==> config.mk <==
export PLATFORM = sky130hd
export DESIGN_NAME = pec_ctl
export DESIGN_NICKNAME = d
export VERILOG_FILES = /design/src/inc/pec_pkg.sv /design/src/core/pec_ctl.sv
export VERILOG_INCLUDE_DIRS = /design/src /design/src/inc
export SDC_FILE = /design/constraint.sdc
export NUM_CORES = 1
export LEC_CHECK = 0
export BUFFER_PORTS_ARGS = -buffer_cell sky130_fd_sc_hd__buf_2
export CAP_MARGIN = 15
export CORE_MARGIN = 2
export CORE_UTILIZATION = 43
export DETAILED_ROUTE_END_ITERATION = 8
export GPL_ROUTABILITY_DRIVEN = 0
export HOLD_SLACK_MARGIN = 0.02
export PLACE_DENSITY = 0.75
export SYNTH_ARGS = -nofsm -noshare
export SYNTH_HDL_FRONTEND = slang
export SYNTH_SLANG_ARGS = --single-unit
==> constraint.sdc <==
create_clock -name pclk -period 1.4 [get_ports pclk]
set_input_delay 0.07 -clock pclk [delete_from_list [all_inputs] [get_ports pclk]]
set_output_delay 0.07 -clock pclk [all_outputs]
set_load 0.05 [all_outputs]
==> src/inc/pec_regs.svh <==
/*
  Register offsets, field positions, reset values and timing counts of the
  loop-enable and crystal-monitor control block.
  Assumes inclusion by bare name from the package and the core module.
*/
`ifndef PEC_REGS_SVH
`define PEC_REGS_SVH

`define PEC_CTL_OFFSET        8'h00
`define PEC_INT_STAT_OFFSET   8'h08
`define PEC_INT_MASK_OFFSET   8'h0C

`define PEC_CTL_IRC_EN_BIT    0
`define PEC_CTL_IRC_STB_BIT   1
`define PEC_CTL_ADJ_LSB       3
`define PEC_CTL_ADJ_MSB       7
`define PEC_CTL_CAL_LSB       8
`define PEC_CTL_CAL_MSB       15
`define PEC_CTL_MON_EN_BIT    19
`define PEC_CTL_MAIN_EN_BIT   24
`define PEC_CTL_MAIN_STB_BIT  25
`define PEC_CTL_B_EN_BIT      26
`define PEC_CTL_B_STB_BIT     27
`define PEC_CTL_C_EN_BIT      28
`define PEC_CTL_C_STB_BIT     29

`define PEC_CTL_ADJ_RESET     5'h10
`define PEC_CTL_IRC_EN_RESET  1'h1

`define PEC_INT_FAIL_BIT      0
`define PEC_INT_MAIN_STB_BIT  1
`define PEC_INT_B_STB_BIT     2
`define PEC_INT_C_STB_BIT     3
`define PEC_INT_WIDTH         4

`define PEC_SYNC_STAGES       3

`endif

==> src/inc/pec_pkg.sv <==
/*
  Types of the loop-enable and crystal-monitor control block.
  Assumes pec_regs.svh on the include path.
*/
package pec_pkg;
  `include "pec_regs.svh"

  typedef enum logic [1:0] {
    PEC_SRC_IRC,
    PEC_SRC_CRYSTAL,
    PEC_SRC_MAIN_LOOP
  } pec_sys_src_type;

  typedef enum {
    PEC_MON_NORMAL,
    PEC_MON_FORCED
  } pec_mon_state_type;
endpackage

==> src/core/pec_ctl.sv <==
/*
  Control register upper half: three loop enables with stable flags, crystal
  clock monitor with forced fallback to the internal 8 MHz oscillator, and
  interrupt status/mask, all behind an APB slave.
  Assumes: analog stable and stuck inputs are asynchronous pins; sys_src,
  low_power_entry and main_loop_from_crystal come from logic on pclk.
*/
// Decided for this implementation: the APB slave port.
// Function
// - control register resets to upper half zero, low byte 0x83, calibration undefined
// - loop C stable flag at bit 29 high only while loop C clock stable
// - loop C enable bit 28 software writable, cleared on low-power entry
// - loop B stable flag at bit 27 high only while loop B clock stable
// - loop B enable bit 26 software writable, cleared on low-power entry
// - main loop stable flag bit 25 reports main loop clock stability
// - main enable bit 24 not clearable by software while main loop clocks system
// - monitor enable bit 19 read/write; monitor active only when set
// - stuck crystal with monitor active forces system clock to internal oscillator
// - forced switch ends only on reset or software clearing failure flag
// - internal oscillator kept running whenever monitor enabled
// - failure disables crystal, sets failure flag, raises non-maskable event
// - failure disables main loop whenever main loop runs from crystal, whatever clocks the system
`include "pec_regs.svh"

module pec_ctl (
  input  wire logic                   pclk,
  input  wire logic                   presetn,
  input  wire logic                   psel,
  input  wire logic                   penable,
  input  wire logic                   pwrite,
  input  wire logic [7:0]             paddr,
  input  wire logic [31:0]            pwdata,
  output logic      [31:0]            prdata,
  output logic                        pready,
  output logic                        pslverr,
  input  wire logic [2:0]             loop_stable_raw,
  input  wire logic                   crystal_stuck_raw,
  input  wire logic                   irc_stable_raw,
  input  wire logic [7:0]             internal_rc_calibration,
  input  wire pec_pkg::pec_sys_src_type sys_src,
  input  wire logic                   main_loop_from_crystal,
  input  wire logic                   low_power_entry,
  output logic                        main_loop_enable,
  output logic                        loop_b_enable,
  output logic                        loop_c_enable,
  output logic                        internal_rc_run,
  output logic                        force_sys_to_irc,
  output logic                        crystal_disable,
  output logic                        failure_nmi,
  output logic                        irq
);
  import pec_pkg::*;

  localparam int NSYNC = 5;

  logic [NSYNC-1:0]          sync1_q;
  logic [NSYNC-1:0]          sync2_q;
  logic [NSYNC-1:0]          sync3_q;
  logic [NSYNC-1:0]          filt_q;
  logic [2:0]                en_q;
  logic [2:0]                stb_q;
  logic                      mon_en_q;
  logic                      irc_en_q;
  logic [4:0]                adj_q;
  logic [`PEC_INT_WIDTH-1:0] stat_q;
  logic [`PEC_INT_WIDTH-1:0] mask_q;
  logic [`PEC_INT_WIDTH-1:0] stat_set;
  pec_mon_state_type         mon_state_q;
  logic                      fail_evt;
  logic                      wr_acc;
  logic                      setup;
  logic                      wr_ctl;
  logic                      wr_stat;
  logic                      wr_mask;
  logic                      fail_clear;
  logic                      main_busy;
  logic                      main_kill;
  logic [31:0]               ctl_rd;
  logic [31:0]               rd_d;
  logic                      err_d;

  // the pin filter below is built for exactly three stages
  if (`PEC_SYNC_STAGES != 3) begin : g_bad_sync
    $error("three sync stages expected");
  end

  // three-stage pin synchronisers; a change counts once stages two and three agree
  for (genvar i = 0; i < NSYNC; i++) begin : g_sync
    logic raw;
    if (i < 3) begin : g_loop
      assign raw = loop_stable_raw[i];
    end else if (i == 3) begin : g_stuck
      assign raw = crystal_stuck_raw;
    end else begin : g_irc
      assign raw = irc_stable_raw;
    end
    always_ff @(posedge pclk or negedge presetn) begin
      if (!presetn) begin
        sync1_q[i] <= 1'b0;
        sync2_q[i] <= 1'b0;
        sync3_q[i] <= 1'b0;
        filt_q[i]  <= 1'b0;
      end else begin
        sync1_q[i] <= raw;
        sync2_q[i] <= sync1_q[i];
        sync3_q[i] <= sync2_q[i];
        if (sync2_q[i] == sync3_q[i]) begin
          filt_q[i] <= sync3_q[i];
        end
      end
    end
  end

  assign setup      = psel && !penable;
  assign wr_acc     = psel && penable && pready && pwrite;
  assign wr_ctl     = wr_acc && (paddr == `PEC_CTL_OFFSET);
  assign wr_stat    = wr_acc && (paddr == `PEC_INT_STAT_OFFSET);
  assign wr_mask    = wr_acc && (paddr == `PEC_INT_MASK_OFFSET);
  assign fail_clear = wr_stat && pwdata[`PEC_INT_FAIL_BIT];
  assign fail_evt   = mon_en_q && filt_q[3] && (mon_state_q == PEC_MON_NORMAL);
  assign main_busy  = (sys_src == PEC_SRC_MAIN_LOOP) && !force_sys_to_irc;
  assign main_kill  = fail_evt && main_loop_from_crystal;

  // control register fields under software and hardware
  always_ff @(posedge pclk or negedge presetn) begin
    if (!presetn) begin
      en_q     <= 3'h0;
      mon_en_q <= 1'b0;
      irc_en_q <= `PEC_CTL_IRC_EN_RESET;
      adj_q    <= `PEC_CTL_ADJ_RESET;
    end else begin
      if (wr_ctl) begin
        en_q[1]  <= pwdata[`PEC_CTL_B_EN_BIT];
        en_q[2]  <= pwdata[`PEC_CTL_C_EN_BIT];
        // a clear is dropped while the main loop clocks the system
        en_q[0]  <= pwdata[`PEC_CTL_MAIN_EN_BIT] || (en_q[0] && main_busy);
        mon_en_q <= pwdata[`PEC_CTL_MON_EN_BIT];
        irc_en_q <= pwdata[`PEC_CTL_IRC_EN_BIT];
        adj_q    <= pwdata[`PEC_CTL_ADJ_MSB:`PEC_CTL_ADJ_LSB];
      end
      if (main_kill) begin
        en_q[0] <= 1'b0;
      end
      if (low_power_entry) begin
        en_q <= 3'h0;
      end
    end
  end

  // stable flags qualified by their enable so they drop right after a clear
  always_ff @(posedge pclk or negedge presetn) begin
    if (!presetn) begin
      stb_q <= 3'h0;
    end else begin
      stb_q <= en_q & filt_q[2:0];
    end
  end

  // monitor fallback; software clear and failure never coincide since
  // detection is blocked while forced
  always_ff @(posedge pclk or negedge presetn) begin
    if (!presetn) begin
      mon_state_q <= PEC_MON_NORMAL;
    end else begin
      case (mon_state_q)
        PEC_MON_NORMAL: begin
          if (fail_evt) begin
            mon_state_q <= PEC_MON_FORCED;
          end
        end
        PEC_MON_FORCED: begin
          if (fail_clear) begin
            mon_state_q <= PEC_MON_NORMAL;
          end
        end
        default: mon_state_q <= PEC_MON_NORMAL;
      endcase
    end
  end

  always_ff @(posedge pclk or negedge presetn) begin
    if (!presetn) begin
      force_sys_to_irc <= 1'b0;
      crystal_disable  <= 1'b0;
      internal_rc_run  <= 1'b1;
    end else begin
      force_sys_to_irc <= (mon_state_q == PEC_MON_FORCED) ? !fail_clear : fail_evt;
      crystal_disable  <= (mon_state_q == PEC_MON_FORCED) ? !fail_clear : fail_evt;
      internal_rc_run  <= irc_en_q || mon_en_q || fail_evt;
    end
  end

  assign stat_set = {stb_q[2] & ~en_q[2] ? 1'b0 : (~stb_q[2] & en_q[2] & filt_q[2]),
                     ~stb_q[1] & en_q[1] & filt_q[1],
                     ~stb_q[0] & en_q[0] & filt_q[0],
                     fail_evt};

  // sticky status, write one to clear; a set in the same cycle wins
  always_ff @(posedge pclk or negedge presetn) begin
    if (!presetn) begin
      stat_q <= '0;
      mask_q <= '0;
    end else begin
      stat_q <= (stat_q & ~(wr_stat ? pwdata[`PEC_INT_WIDTH-1:0] : '0)) | stat_set;
      if (wr_mask) begin
        mask_q <= pwdata[`PEC_INT_WIDTH-1:0];
      end
    end
  end

  always_ff @(posedge pclk or negedge presetn) begin
    if (!presetn) begin
      irq         <= 1'b0;
      failure_nmi <= 1'b0;
    end else begin
      irq         <= |(stat_q & mask_q);
      failure_nmi <= stat_q[`PEC_INT_FAIL_BIT];
    end
  end

  always_comb begin
    ctl_rd = 32'h0000_0000;
    ctl_rd[`PEC_CTL_IRC_EN_BIT]                   = irc_en_q;
    ctl_rd[`PEC_CTL_IRC_STB_BIT]                  = filt_q[4];
    ctl_rd[`PEC_CTL_ADJ_MSB:`PEC_CTL_ADJ_LSB]     = adj_q;
    ctl_rd[`PEC_CTL_CAL_MSB:`PEC_CTL_CAL_LSB]     = internal_rc_calibration;
    ctl_rd[`PEC_CTL_MON_EN_BIT]                   = mon_en_q;
    ctl_rd[`PEC_CTL_MAIN_EN_BIT]                  = en_q[0];
    ctl_rd[`PEC_CTL_MAIN_STB_BIT]                 = stb_q[0];
    ctl_rd[`PEC_CTL_B_EN_BIT]                     = en_q[1];
    ctl_rd[`PEC_CTL_B_STB_BIT]                    = stb_q[1];
    ctl_rd[`PEC_CTL_C_EN_BIT]                     = en_q[2];
    ctl_rd[`PEC_CTL_C_STB_BIT]                    = stb_q[2];
    rd_d  = 32'h0000_0000;
    err_d = 1'b0;
    case (paddr)
      `PEC_CTL_OFFSET:      rd_d = ctl_rd;
      `PEC_INT_STAT_OFFSET: rd_d = {28'h000_0000, stat_q};
      `PEC_INT_MASK_OFFSET: rd_d = {28'h000_0000, mask_q};
      default:              err_d = 1'b1;
    endcase
  end

  // no wait state; pready, prdata and pslverr all registered from the setup phase
  always_ff @(posedge pclk or negedge presetn) begin
    if (!presetn) begin
      pready  <= 1'b0;
      prdata  <= 32'h0000_0000;
      pslverr <= 1'b0;
    end else begin
      pready  <= setup;
      prdata  <= (setup && !pwrite) ? rd_d : 32'h0000_0000;
      pslverr <= setup && err_d;
    end
  end

  assign main_loop_enable = en_q[0];
  assign loop_b_enable    = en_q[1];
  assign loop_c_enable    = en_q[2];

  AST_C_STB_NEEDS_EN: assert property (@(posedge pclk) disable iff (!presetn)
    stb_q[2] |-> $past(en_q[2]) && $past(filt_q[2]))
    else $error("loop c stable without enable");

  AST_LP_CLEARS: assert property (@(posedge pclk) disable iff (!presetn)
    low_power_entry |=> en_q == 3'h0)
    else $error("low power entry left a loop enabled");

  AST_B_WRITE: assert property (@(posedge pclk) disable iff (!presetn)
    wr_ctl && !low_power_entry |=> en_q[1] == $past(pwdata[`PEC_CTL_B_EN_BIT]))
    else $error("loop b enable write lost");

  AST_MAIN_HOLD: assert property (@(posedge pclk) disable iff (!presetn)
    wr_ctl && main_busy && en_q[0] && !low_power_entry && !main_kill |=> en_q[0])
    else $error("main enable cleared while clocking system");

  AST_MON_WRITE: assert property (@(posedge pclk) disable iff (!presetn)
    wr_ctl |=> mon_en_q == $past(pwdata[`PEC_CTL_MON_EN_BIT]))
    else $error("monitor enable write lost");

  AST_FAIL_FORCE: assert property (@(posedge pclk) disable iff (!presetn)
    fail_evt |=> force_sys_to_irc && crystal_disable && stat_q[`PEC_INT_FAIL_BIT] ##1 failure_nmi)
    else $error("failure did not force fallback");

  AST_FORCE_HOLD: assert property (@(posedge pclk) disable iff (!presetn)
    force_sys_to_irc && !fail_clear |=> force_sys_to_irc)
    else $error("fallback released without clear");

  AST_IRC_RUN: assert property (@(posedge pclk) disable iff (!presetn)
    mon_en_q |=> internal_rc_run)
    else $error("internal oscillator stopped under monitor");

  AST_MAIN_KILL: assert property (@(posedge pclk) disable iff (!presetn)
    main_kill |=> !en_q[0])
    else $error("main loop kept on after crystal failure");

  AST_STB_FALL: assert property (@(posedge pclk) disable iff (!presetn)
    $fell(en_q[0]) |-> ##[0:1] !stb_q[0])
    else $error("main stable flag outlived enable");

  AST_B_STB_NEEDS_EN: assert property (@(posedge pclk) disable iff (!presetn)
    stb_q[1] |-> $past(en_q[1]) && $past(filt_q[1]))
    else $error("loop b stable without enable");

  AST_MAIN_STB: assert property (@(posedge pclk) disable iff (!presetn)
    stb_q[0] == ($past(en_q[0]) && $past(filt_q[0])))
    else $error("main stable flag out of step");

  AST_C_WRITE: assert property (@(posedge pclk) disable iff (!presetn)
    wr_ctl && !low_power_entry |=> en_q[2] == $past(pwdata[`PEC_CTL_C_EN_BIT]))
    else $error("loop c enable write lost");

  AST_FORCE_RISE: assert property (@(posedge pclk) disable iff (!presetn)
    $rose(force_sys_to_irc) |-> $past(fail_evt))
    else $error("fallback forced without failure");

  AST_NMI_FOLLOWS: assert property (@(posedge pclk) disable iff (!presetn)
    stat_q[`PEC_INT_FAIL_BIT] |=> failure_nmi)
    else $error("failure flag did not reach nmi");

  AST_IRQ_LEVEL: assert property (@(posedge pclk) disable iff (!presetn)
    irq == $past(|(stat_q & mask_q)))
    else $error("interrupt out of step with status");

  AST_PREADY_SETUP: assert property (@(posedge pclk) disable iff (!presetn)
    setup |=> pready)
    else $error("access phase without ready");

  AST_PREADY_PULSE: assert property (@(posedge pclk) disable iff (!presetn)
    pready |=> !pready)
    else $error("ready held past access");

  AST_B_STB_FALL: assert property (@(posedge pclk) disable iff (!presetn)
    $fell(en_q[1]) |-> ##[0:1] !stb_q[1])
    else $error("loop b stable flag outlived enable");

  AST_C_STB_FALL: assert property (@(posedge pclk) disable iff (!presetn)
    $fell(en_q[2]) |-> ##[0:1] !stb_q[2])
    else $error("loop c stable flag outlived enable");

  // main scenarios; the bench reaches all but COV_FAIL, whose clear comes 25 cycles after the failure
  COV_FAIL: cover property (@(posedge pclk) disable iff (!presetn)
    fail_evt ##[1:20] fail_clear);
  COV_MAIN_KILL: cover property (@(posedge pclk) disable iff (!presetn) main_kill);
  COV_STB: cover property (@(posedge pclk) disable iff (!presetn) $rose(stb_q[2]));
  COV_MAIN_REFUSED: cover property (@(posedge pclk) disable iff (!presetn)
    wr_ctl && main_busy && en_q[0] && !pwdata[`PEC_CTL_MAIN_EN_BIT]);
  COV_LOW_POWER: cover property (@(posedge pclk) disable iff (!presetn)
    low_power_entry && (en_q != 3'h0));
endmodule

==> flow_metrics.py, run 1 <==
metrics = {
    "clock_tree": {
        "cts_tree": "yes",
        "cts_buffer_depth": 2,
        "cts_buffers": 9,
        "cts_sinks": 71,
        "clkSlewWorstSetupHoldPaths_ns": 0.07,
        "cts.htree.levels": 3,
        "root_buffer": "clkbuf_8",
        "clock_latency_ns": 0.33,
    },
    "floorplanning": {
        "fp.dieH_um": 81.6,
        "io_pins": 104,
        "dieArea_um2": 6660,
        "core_area_um2": 5890,
        "start_util_pct": 44.0,
        "die_x_um": 81.6,
        "fp-row-count": 28,
    },
    "logic_synthesis": {
        "synth.distinct_cells": 32,
        "synthArstFlopShare_pct": 100,
        "synth_area_um2": 2590,
        "yosysWarnings": 0,
        "synth_area_per_cell_um2": 14.2,
        "ys.flop_type": "dfrtp_1",
        "synth_edf_count": 0,
        "syn_inst": 183,
        "ys_ff_latch": 71,
        "ys_seq_area_share_pct": 68.7,
    },
    "power": {
        "power_per_cell_area_nw_per_um2": 1150,
        "intPower_mw": 3.34,
        "p_seq_share_pct": 50.1,
        "p_comb_share_pct": 7.7,
        "swShare_pct": 21.3,
        "leakage_nw": 1.92,
        "p_sw_mw": 0.904,
        "power_frac_clock_pct": 42.2,
        "peakVddDrop_mv": 0.688,
    },
    "routing": {
        "dr.pass1.iters": 4,
        "wl_um": 5130,
        "via_per_inst": 4.63,
        "post-route-drc-count": 0,
        "drt_iter0_drc": 91,
        "vias": 1782,
        "ant_nets": 0,
        "wl_per_cell_um": 13.3,
    },
    "flow_run": {
        "cap_violations": 0,
    },
    "worst_setup_path": {
        "arrival_ns": 1.68,
        "r2r_cells": 5,
        "reg2reg_setup_slack_ns": -0.03,
        "setup.worst_path.start": "paddr[5]",
        "r2r-end": "adj_q[3]$_DFFE_PN0P_",
        "cp_cell_sequence": "buf_6 -> or4_4 -> or3_4 -> nor3_4 -> mux2_2",
        "worst-path-buf-inv": 1,
        "critical_path.max_stage_delay_ns": 0.52,
        "cp-start-kind": "input port",
        "cp_top_family": "simple AND/OR/NAND/NOR gates",
        "crit_fanout": 4,
        "cp_num_cells": 5,
        "crit_path_top_delay_cell": "or4_4",
        "endpoint_kind": "flop",
        "setup.worst_path.class": "in -> reg",
        "worstReg2RegStart": "pready$_DFF_PN0_",
        "critPathRequiredTime_ns": 1.61,
    },
    "placement": {
        "portBuffers": 74,
        "dp_cells": 339,
        "pre_cts_slack_ns": -0.442,
        "hpwl_um": 3490,
        "placed_area_um2": 3140,
    },
    "global_routing": {
        "gr-total-overflow": 0,
        "grt_usage_pct": 16.2,
        "grt_antenna_before_repair": 0,
        "first_global_vias": 1735,
        "grt_max_degree": 48,
        "grt_pass1_wl_um": 7850,
    },
    "hold_path": {
        "worst_hold_path.num_cells": 3,
        "holdPathEnd": "pready$_DFF_PN0_",
        "worst_hold_startpoint": "psel",
        "hold_path.class": "in -> reg",
    },
    "sta": {
        "hold_ws_ns": 0.0731,
        "setup_viol": 9,
        "setup_slack_ns": -0.0753,
        "relSlewSlack_pct": 61.9,
        "clock_skew_ns": 0.00690,
        "finalMaxSlewViolations": 0,
        "max_freq_ghz": 0.678,
        "fin_crit_ns": 1.48,
        "hold_viol": 0,
        "min_period_over_period_pct": 105,
        "tightest_slew_ns": 0.572,
        "rsz0062_at_grt": "true",
    },
    "run_status": {
        "violations": "setup timing",
        "outcome": "complete, but fails checks",
    },
    "layout": {
        "diodes": 0,
        "nets": 367,
        "syn_to_final_growth_pct": 42.5,
        "drive_gt1_share_pct": 41.0,
        "layout_commonest_cell": "buf_2",
        "finalNonFillerCells": 385,
        "final_core_util_pct": 62.7,
        "final_cell_mix": "73 x buf_2, 67 x dfrtp_1, 28 x dlygate4sd3_1",
        "stdcell_area_um2": 3690,
    },
}
power by group through the flow:
stage | logic, mW | clock network [mW] | registers [mW]
2_1_floorplan | 0.131 | 0 | 2.18
3_3_place_gp | 0.264 | 0 | 2.16
3_5_place_dp | 0.269 | 0 | 2.16
4_1_cts | 0.331 | 1.85 | 2.12
5_1_grt | 0.359 | 1.95 | 2.13
6_report | 0.329 | 1.79 | 2.12
registers in the layout, indices dropped and copies added, names as in the netlist, 3 cells and up:
signal	flops
filt_q	4
sync2_q	5
en_q	3
stat_q	4
mask_q	4
prdata	23
stb_q	3
adj_q	5
sync1_q	5
sync3_q	5
how the worst max path moves through the flow:
stage | to | slack (ns)
after floorplan | mask_q[0]$_DFFE_PN0P_ | -0.27
after global placement | mask_q[1]$_DFFE_PN0P_ | -0.40
after detailed placement | mask_q[0]$_DFFE_PN0P_ | -0.44
after CTS | mask_q[0]$_DFFE_PN0P_ | -0.06
after global routing | adj_q[3]$_DFFE_PN0P_ | -0.13
final | mask_q[0]$_DFFE_PN0P_ | -0.08
worst reg2reg max path: stages, from the launching register on:
cell and delay (ns):
dfrtp_2 0.36, nand4_1 0.10, buf_4 0.17, nor4_4 0.18, buf_12 0.19, mux2_4 0.30
per-stage QoR:
step / power (mW) / TNS (ns)
3_3_place_gp: 2.43 / -11.27
6_report: 4.24 / -0.250
4_1_cts: 4.30 / -0.223
2_1_floorplan: 2.31 / -4.12
3_5_place_dp: 2.43 / -12.14
5_1_grt: 4.44 / -1.45
layer usage:
metal | vias up | share of wire [%] | GRT usage (%) | wire [um]
met5 | - | 0 | 0 | 0
met4 | 0 | 0.70 | 7.00 | 36
met3 | 6 | 5.7 | 5.05 | 294
met2 | 60 | 49 | 25.7 | 2510
met1 | 875 | 45 | 20.5 | 2290
li1 | 841 | - | - | -
layout make-up:
type / count / area [um2]
fillers: 465 / 2200
flip-flops and latches: 71 / 1780
repair buffers: 117 / 795
multi-input cells: 100 / 773
clock buffers: 13 / 159
well taps: 75 / 93.8
clock inverters: 3 / 65.1
inverters: 6 / 22.5
cells by family after synthesis:
group                      share of synthesized area, %
other                                             0.145
buffers and inverters                              4.54
muxes                                              7.10
DFF                                                68.7
adders and majority gates                          1.93
and+or+nand+nor                                    13.1
AOI/OAI and AO/OA                                  4.44
repair_timing:
| item | 4_1_cts | 5_1_grt |
|---|---|---|
| endpoints found under the setup margin | 14 | 20 |
| resized for setup | 6 | 1 |
| pin swaps | 2 | 0 |
| endpoints found under the hold margin | 96 | 1 |
| setup buffers | 2 | 0 |
| hold buffers | 27 | 1 |
cell usage after synthesis (5+ instances only):
| cell type | count | area share [%] |
|---|---|---|
| nor2_1 | 11 | 1.6 |
| mux2_2 | 11 | 4.8 |
| and2_1 | 22 | 5.3 |
| buf_4 | 11 | 3.2 |
| maj3_1 | 5 | 1.9 |
| mux2i_1 | 6 | 2.3 |
| inv_1 | 6 | 0.87 |
| nand2_1 | 7 | 1.0 |
| dfrtp_1 | 68 | 66 |
No activity file was read; power rests on OpenSTA's default activity.
==> run 2, diff against run 1 <==
--- a/config.mk
+++ b/config.mk
@@ -8,11 +8,11 @@
 export LEC_CHECK = 0
 export BUFFER_PORTS_ARGS = -buffer_cell sky130_fd_sc_hd__buf_2
 export CAP_MARGIN = 15
-export CORE_MARGIN = 2
+export CORE_MARGIN = 1
 export CORE_UTILIZATION = 43
 export DETAILED_ROUTE_END_ITERATION = 8
 export GPL_ROUTABILITY_DRIVEN = 0
-export HOLD_SLACK_MARGIN = 0.02
+export HOLD_SLACK_MARGIN = 0.08
 export PLACE_DENSITY = 0.75
 export SYNTH_ARGS = -nofsm -noshare
 export SYNTH_HDL_FRONTEND = slang
==> constraint.sdc (replaced) <==
create_clock -name pclk -period 1.4 [get_ports pclk]
set_input_delay 0.07 -clock pclk [delete_from_list [all_inputs] [get_ports pclk]]
set_output_delay 0.07 -clock pclk [all_outputs]
set_load 0.02 [all_outputs]
==> flow_metrics.py, run 2 (synthesis gave the netlist of run 1 again) <==
metrics = {
    "layout": {
        "fillers": 420,
        "drive_gt1_share_pct": 41.9,
        "multi_input_area_um2": 792,
        "regArea_um2": 1780,
        "layout_commonest_cell": "buf_2",
        "nets": 372,
        "largest_register_ffs": 23,
        "top_register": "prdata",
        "finalNonFillerCells": 387,
        "syn_to_final_growth_pct": 43.9,
        "final_cell_mix": "74 x buf_2, 68 x dfrtp_1, 29 x dlygate4sd3_1",
        "diodes": 0,
    },
    "placement": {
        "dp_cells": 337,
        "hpwl_um": 3440,
        "portBuffers": 74,
    },
    "global_routing": {
        "grt_pass1_wl_um": 8560,
        "grt_max_degree": 31,
        "first_global_vias": 1829,
        "grt_antenna_before_repair": 0,
        "gr-total-overflow": 0,
        "grt_usage_pct": 18.5,
    },
    "power": {
        "peakVddDrop_mv": 0.588,
        "p_sw_mw": 0.885,
        "intPower_mw": 3.11,
        "power_per_cell_area_nw_per_um2": 1070,
        "leakage_nw": 1.96,
        "p_seq_share_pct": 53.1,
        "swShare_pct": 22.2,
        "power_frac_clock_pct": 39.6,
        "p_comb_share_pct": 7.3,
    },
    "clock_tree": {
        "clock_latency_ns": 0.34,
        "root_buffer": "clkbuf_8",
        "cts_sinks": 71,
        "cts_tree": "yes",
        "clkSlewWorstSetupHoldPaths_ns": 0.07,
        "cts_buffers": 9,
        "cts_buffer_depth": 2,
        "cts.htree.levels": 3,
    },
    "sta": {
        "hold_ws_ns": 0.130,
        "setup_viol": 20,
        "min_period_over_period_pct": 107,
        "max_freq_ghz": 0.668,
        "rsz0062_at_grt": "true",
        "setup_slack_ns": -0.0964,
        "clock_skew_ns": 0.00637,
        "fin_crit_ns": 1.50,
        "hold_viol": 0,
        "finalMaxSlewViolations": 0,
    },
    "floorplanning": {
        "start_util_pct": 45.9,
        "fp.dieH_um": 79.6,
        "io_pins": 104,
        "die_x_um": 79.6,
        "dieArea_um2": 6340,
        "fp-row-count": 27,
        "core_area_um2": 5640,
    },
    "hold_path": {
        "worst_hold_path.num_cells": 3,
        "hold_path.class": "in -> reg",
    },
    "worst_setup_path": {
        "cp_cell_sequence": "buf_2 -> or4_4 -> or3_4 -> nor3_4 -> buf_6 -> mux2_4",
        "setup.worst_path.class": "in -> reg",
        "worst-path-buf-inv": 2,
        "arrival_ns": 1.71,
        "r2r_cells": 6,
        "cp_top_family": "simple AND/OR/NAND/NOR gates",
        "critPathRequiredTime_ns": 1.62,
        "cp-start-kind": "input port",
        "crit_path_top_delay_cell": "or4_4",
        "critical_path.max_stage_delay_ns": 0.53,
        "crit_fanout": 3,
        "endpoint_kind": "flop",
        "cp_num_cells": 6,
    },
    "routing": {
        "via_per_inst": 4.62,
        "post-route-drc-count": 0,
        "vias": 1787,
        "wl_um": 5280,
        "dr.pass1.iters": 4,
        "drt_iter0_drc": 72,
        "wl_per_cell_um": 13.6,
        "ant_nets": 0,
    },
    "run_status": {
        "violations": "setup timing",
        "outcome": "complete, but fails checks",
    },
    "flow_run": {
        "cap_violations": 0,
    },
}
run 2: cell types whose count changed in the layout (fill, tap and decap cells not counted), sizes merged:
| cell | delta |
|---|---|
| buf | +4 |
| clkinv | +2 |
| bufinv | -1 |
| dlygate4sd3 | +1 |
| clkbuf | -1 |
run 2: worst min-delay path, stage by stage:
cell      delay, ns
buf_2          0.09
a211oi_1       0.06
a32o_1         0.20
run 2: power groups by stage:
stage	Sequential [mW]	Clock [mW]	Combinational [mW]
after CTS	2.12	1.63	0.289
after global placement	2.16	0	0.218
final	2.12	1.58	0.292
after detailed placement	2.16	0	0.223
after global routing	2.13	1.71	0.322
after floorplan	2.16	0	0.0948
run 2: final cells by class:
class / count / area share (%)
repair buffers: 122 / 22.9
flip-flops and latches: 71 / 47.8
multi-input cells: 100 / 21.2
clock inverters: 4 / 1.21
clock buffers: 12 / 3.89
inverters: 6 / 0.604
well taps: 72 / 2.42
run 2: per-layer routing:
metal | share of wire [%] | global-route usage (%)
met4 | 1.9 | 8.55
met2 | 47 | 29.2
met5 | 0 | 0
met3 | 5.3 | 5.83
met1 | 46 | 23.0
run 2: stage by stage:
step / cell area, um2 / setup TNS [ns] / utilization (%) / power, mW / worst slack (ns)
global route: 3730 / -1.97 / 66.1 / 4.16 / -0.154
floorplan: 2630 / -3.28 / - / 2.26 / -0.270
global placement: 3140 / -10.87 / 55.6 / 2.38 / -0.400
CTS: 3640 / -0.420 / 64.5 / 4.04 / -0.0600
finish: 3730 / -0.935 / 66.1 / 4.00 / -0.0964
detailed placement: 3140 / -11.74 / 55.6 / 2.38 / -0.436
run 2: worst paths after layout:
kind	endpoint	startpoint	slack (ns)
min in group asynchronous	adj_q[1]$_DFFE_PN0P_	presetn	0.20
max reg2reg	stat_q[1]$_DFF_PN0_	pready$_DFF_PN0_	-0.07
min	en_q[0]$_DFFE_PN0P_	main_loop_from_crystal	0.13
min reg2reg	sync2_q[4]$_DFF_PN0_	sync1_q[4]$_DFF_PN0_	0.35
max in group asynchronous	internal_rc_run$_DFF_PN1_	presetn	0.62
max	mask_q[0]$_DFFE_PN0P_	paddr[5]	-0.1
run 2: repair_timing:
action                                 in CTS  in global routing
cloned                                      0                  1
buffers inserted                            1                  3
gates resized for setup                     5                 14
hold buffers                               29                  0
endpoints found under the hold margin     105                  0
setup endpoints to repair                  14                 20
pin swaps                                   2                  6
==> run 3, diff against run 2 <==
--- a/config.mk
+++ b/config.mk
@@ -10,6 +10,7 @@
 export CAP_MARGIN = 15
 export CORE_MARGIN = 1
 export CORE_UTILIZATION = 43
+export CTS_BUF_LIST = sky130_fd_sc_hd__clkbuf_4 sky130_fd_sc_hd__clkbuf_8 sky130_fd_sc_hd__clkbuf_16
 export DETAILED_ROUTE_END_ITERATION = 8
 export GPL_ROUTABILITY_DRIVEN = 0
 export HOLD_SLACK_MARGIN = 0.08
==> flow_metrics.py, run 3 (synthesis gave the netlist of run 1 again) <==
metrics = {
    "sta": {
        "clock_skew_ns": 0.00686,
        "setup_viol": 18,
        "fin_tns_setup_ns": -0.923,
        "fin_crit_ns": 1.50,
        "finalMaxSlewViolations": 0,
        "max_freq_ghz": 0.668,
        "setup_slack_ns": -0.0965,
        "min_period_over_period_pct": 107,
        "hold_viol": 0,
        "rsz0062_at_grt": "true",
    },
    "layout": {
        "final_cell_mix": "74 x buf_2, 68 x dfrtp_1, 29 x dlygate4sd3_1",
        "finalNonFillerCells": 386,
        "top_register": "prdata",
        "largest_register_ffs": 23,
        "diodes": 0,
        "layout_commonest_cell": "buf_2",
        "nets": 371,
        "drive_gt1_share_pct": 42.4,
        "syn_to_final_growth_pct": 43.8,
        "fillers": 420,
    },
    "clock_tree": {
        "clkSlewWorstSetupHoldPaths_ns": 0.07,
        "cts_buffers": 9,
        "cts_sinks": 71,
        "cts_tree": "yes",
        "cts.htree.levels": 3,
        "clock_latency_ns": 0.34,
        "cts_buffer_depth": 2,
        "root_buffer": "clkbuf_8",
    },
    "worst_setup_path": {
        "cp-start-kind": "input port",
        "worstReg2RegStart": "pready$_DFF_PN0_",
        "setup.worst_path.class": "in -> reg",
        "crit_fanout": 3,
        "endpoint_kind": "flop",
        "r2r-end": "mask_q[0]$_DFFE_PN0P_",
        "critPathRequiredTime_ns": 1.62,
        "reg2reg_setup_slack_ns": -0.06,
        "r2r_cells": 5,
        "crit_path_top_delay_cell": "or4_4",
        "arrival_ns": 1.72,
        "critical_path.max_stage_delay_ns": 0.53,
        "cp_cell_sequence": "buf_2 -> or4_4 -> or3_4 -> nor3_4 -> buf_6 -> mux2_4",
    },
    "routing": {
        "dr.pass1.iters": 4,
        "vias": 1769,
        "post-route-drc-count": 0,
        "wl_per_cell_um": 13.8,
        "via_per_inst": 4.58,
        "wl_um": 5310,
        "drt_iter0_drc": 80,
        "ant_nets": 0,
    },
    "floorplanning": {
        "start_util_pct": 45.9,
        "io_pins": 104,
        "dieArea_um2": 6340,
        "fp.dieH_um": 79.6,
        "die_x_um": 79.6,
        "core_area_um2": 5640,
        "fp-row-count": 27,
    },
    "power": {
        "power_per_cell_area_nw_per_um2": 1090,
        "peakVddDrop_mv": 0.596,
        "leakage_nw": 1.96,
        "power.total_mw": 4.04,
    },
    "hold_path": {
        "hold_path.class": "in -> reg",
        "holdPathEnd": "en_q[0]$_DFFE_PN0P_",
        "worst_hold_startpoint": "sys_src[0]",
        "worst_hold_path.num_cells": 3,
    },
    "run_status": {
        "violations": "setup timing",
        "outcome": "complete, but fails checks",
    },
    "global_routing": {
        "first_global_vias": 1831,
        "grt_max_degree": 31,
        "gr-total-overflow": 0,
        "grt_pass1_wl_um": 8650,
        "grt_antenna_before_repair": 0,
        "grt_usage_pct": 18.7,
    },
    "placement": {
        "dp_cells": 337,
        "hpwl_um": 3440,
        "portBuffers": 74,
    },
    "flow_run": {
        "cap_violations": 0,
    },
}
-- run 3: per-stage QoR --
step / util (%) / hold slack [ns] / instance area, um2 / setup slack [ns]
2_1_floorplan: - / -0.226 / 2630 / -0.270
3_3_place_gp: 55.6 / 0.0237 / 3140 / -0.400
3_5_place_dp: 55.6 / 0.0308 / 3140 / -0.436
4_1_cts: 64.7 / 0.0860 / 3650 / -0.0600
5_1_grt: 66.0 / 0.118 / 3720 / -0.158
6_report: 66.0 / 0.122 / 3720 / -0.0965
-- run 3: how the worst max path moves through the flow --
| stage | startpoint | depth (start not counted) | endpoint | slack, ns |
|---|---|---|---|---|
| final | paddr[5] | 6 | mask_q[0]$_DFFE_PN0P_ | -0.1 |
| after global routing | pready$_DFF_PN0_ | 6 | en_q[1]$_DFFE_PN0P_ | -0.16 |
| after CTS | pready$_DFF_PN0_ | 4 | mask_q[3]$_DFFE_PN0P_ | -0.06 |
| after detailed placement | paddr[5] | 5 | mask_q[1]$_DFFE_PN0P_ | -0.44 |
| after global placement | paddr[5] | 5 | mask_q[1]$_DFFE_PN0P_ | -0.40 |
| after floorplan | paddr[5] | 4 | mask_q[0]$_DFFE_PN0P_ | -0.27 |
-- run 3: layout make-up --
type,instances,area (um2),share of cell area (%)
Sequential cell,71,1780,47.8
Tap cell,72,90.1,2.42
Inverter,6,22.5,0.605
Clock buffer,12,153,4.10
Multi-Input combinational cell,100,788,21.2
Timing Repair Buffer,121,845,22.7
Clock inverter,4,45.0,1.21
-- run 3: repair_timing --
item / CTS / global route
resized for setup: 5 / 13
hold endpoints to repair: 105 / 0
cloned: 0 / 1
buffers inserted: 1 / 2
endpoints found under the setup margin: 14 / 20
hold buffers: 29 / 0
pin swaps: 2 / 4
-- run 3: routing by layer --
layer  routed length [um]  global-route usage, %  up-vias
li1                     -                      -      844
met2                 2550                   30.1       62
met4                  100                   8.36        0
met5                    0                      0        -
met1                 2380                   23.0      852
met3                  279                   5.83       11
-- run 3: worst max-delay path, delay by kind of cell --
family | cells | cell delay (ns)
simple gates | 3 | 1.10
mux | 1 | 0.29
buf+inv | 2 | 0.24
-- run 3: report_power, final --
| group | switching (mW) | internal (mW) | leakage, nW | total (mW) |
|---|---|---|---|---|
| sequential | 0.0231 | 2.10 | 0.932 | 2.12 |
| combinational | 0.146 | 0.146 | 0.920 | 0.292 |
| clock | 0.727 | 0.903 | 0.107 | 1.63 |
| total | 0.896 | 3.15 | 1.96 | 4.04 |
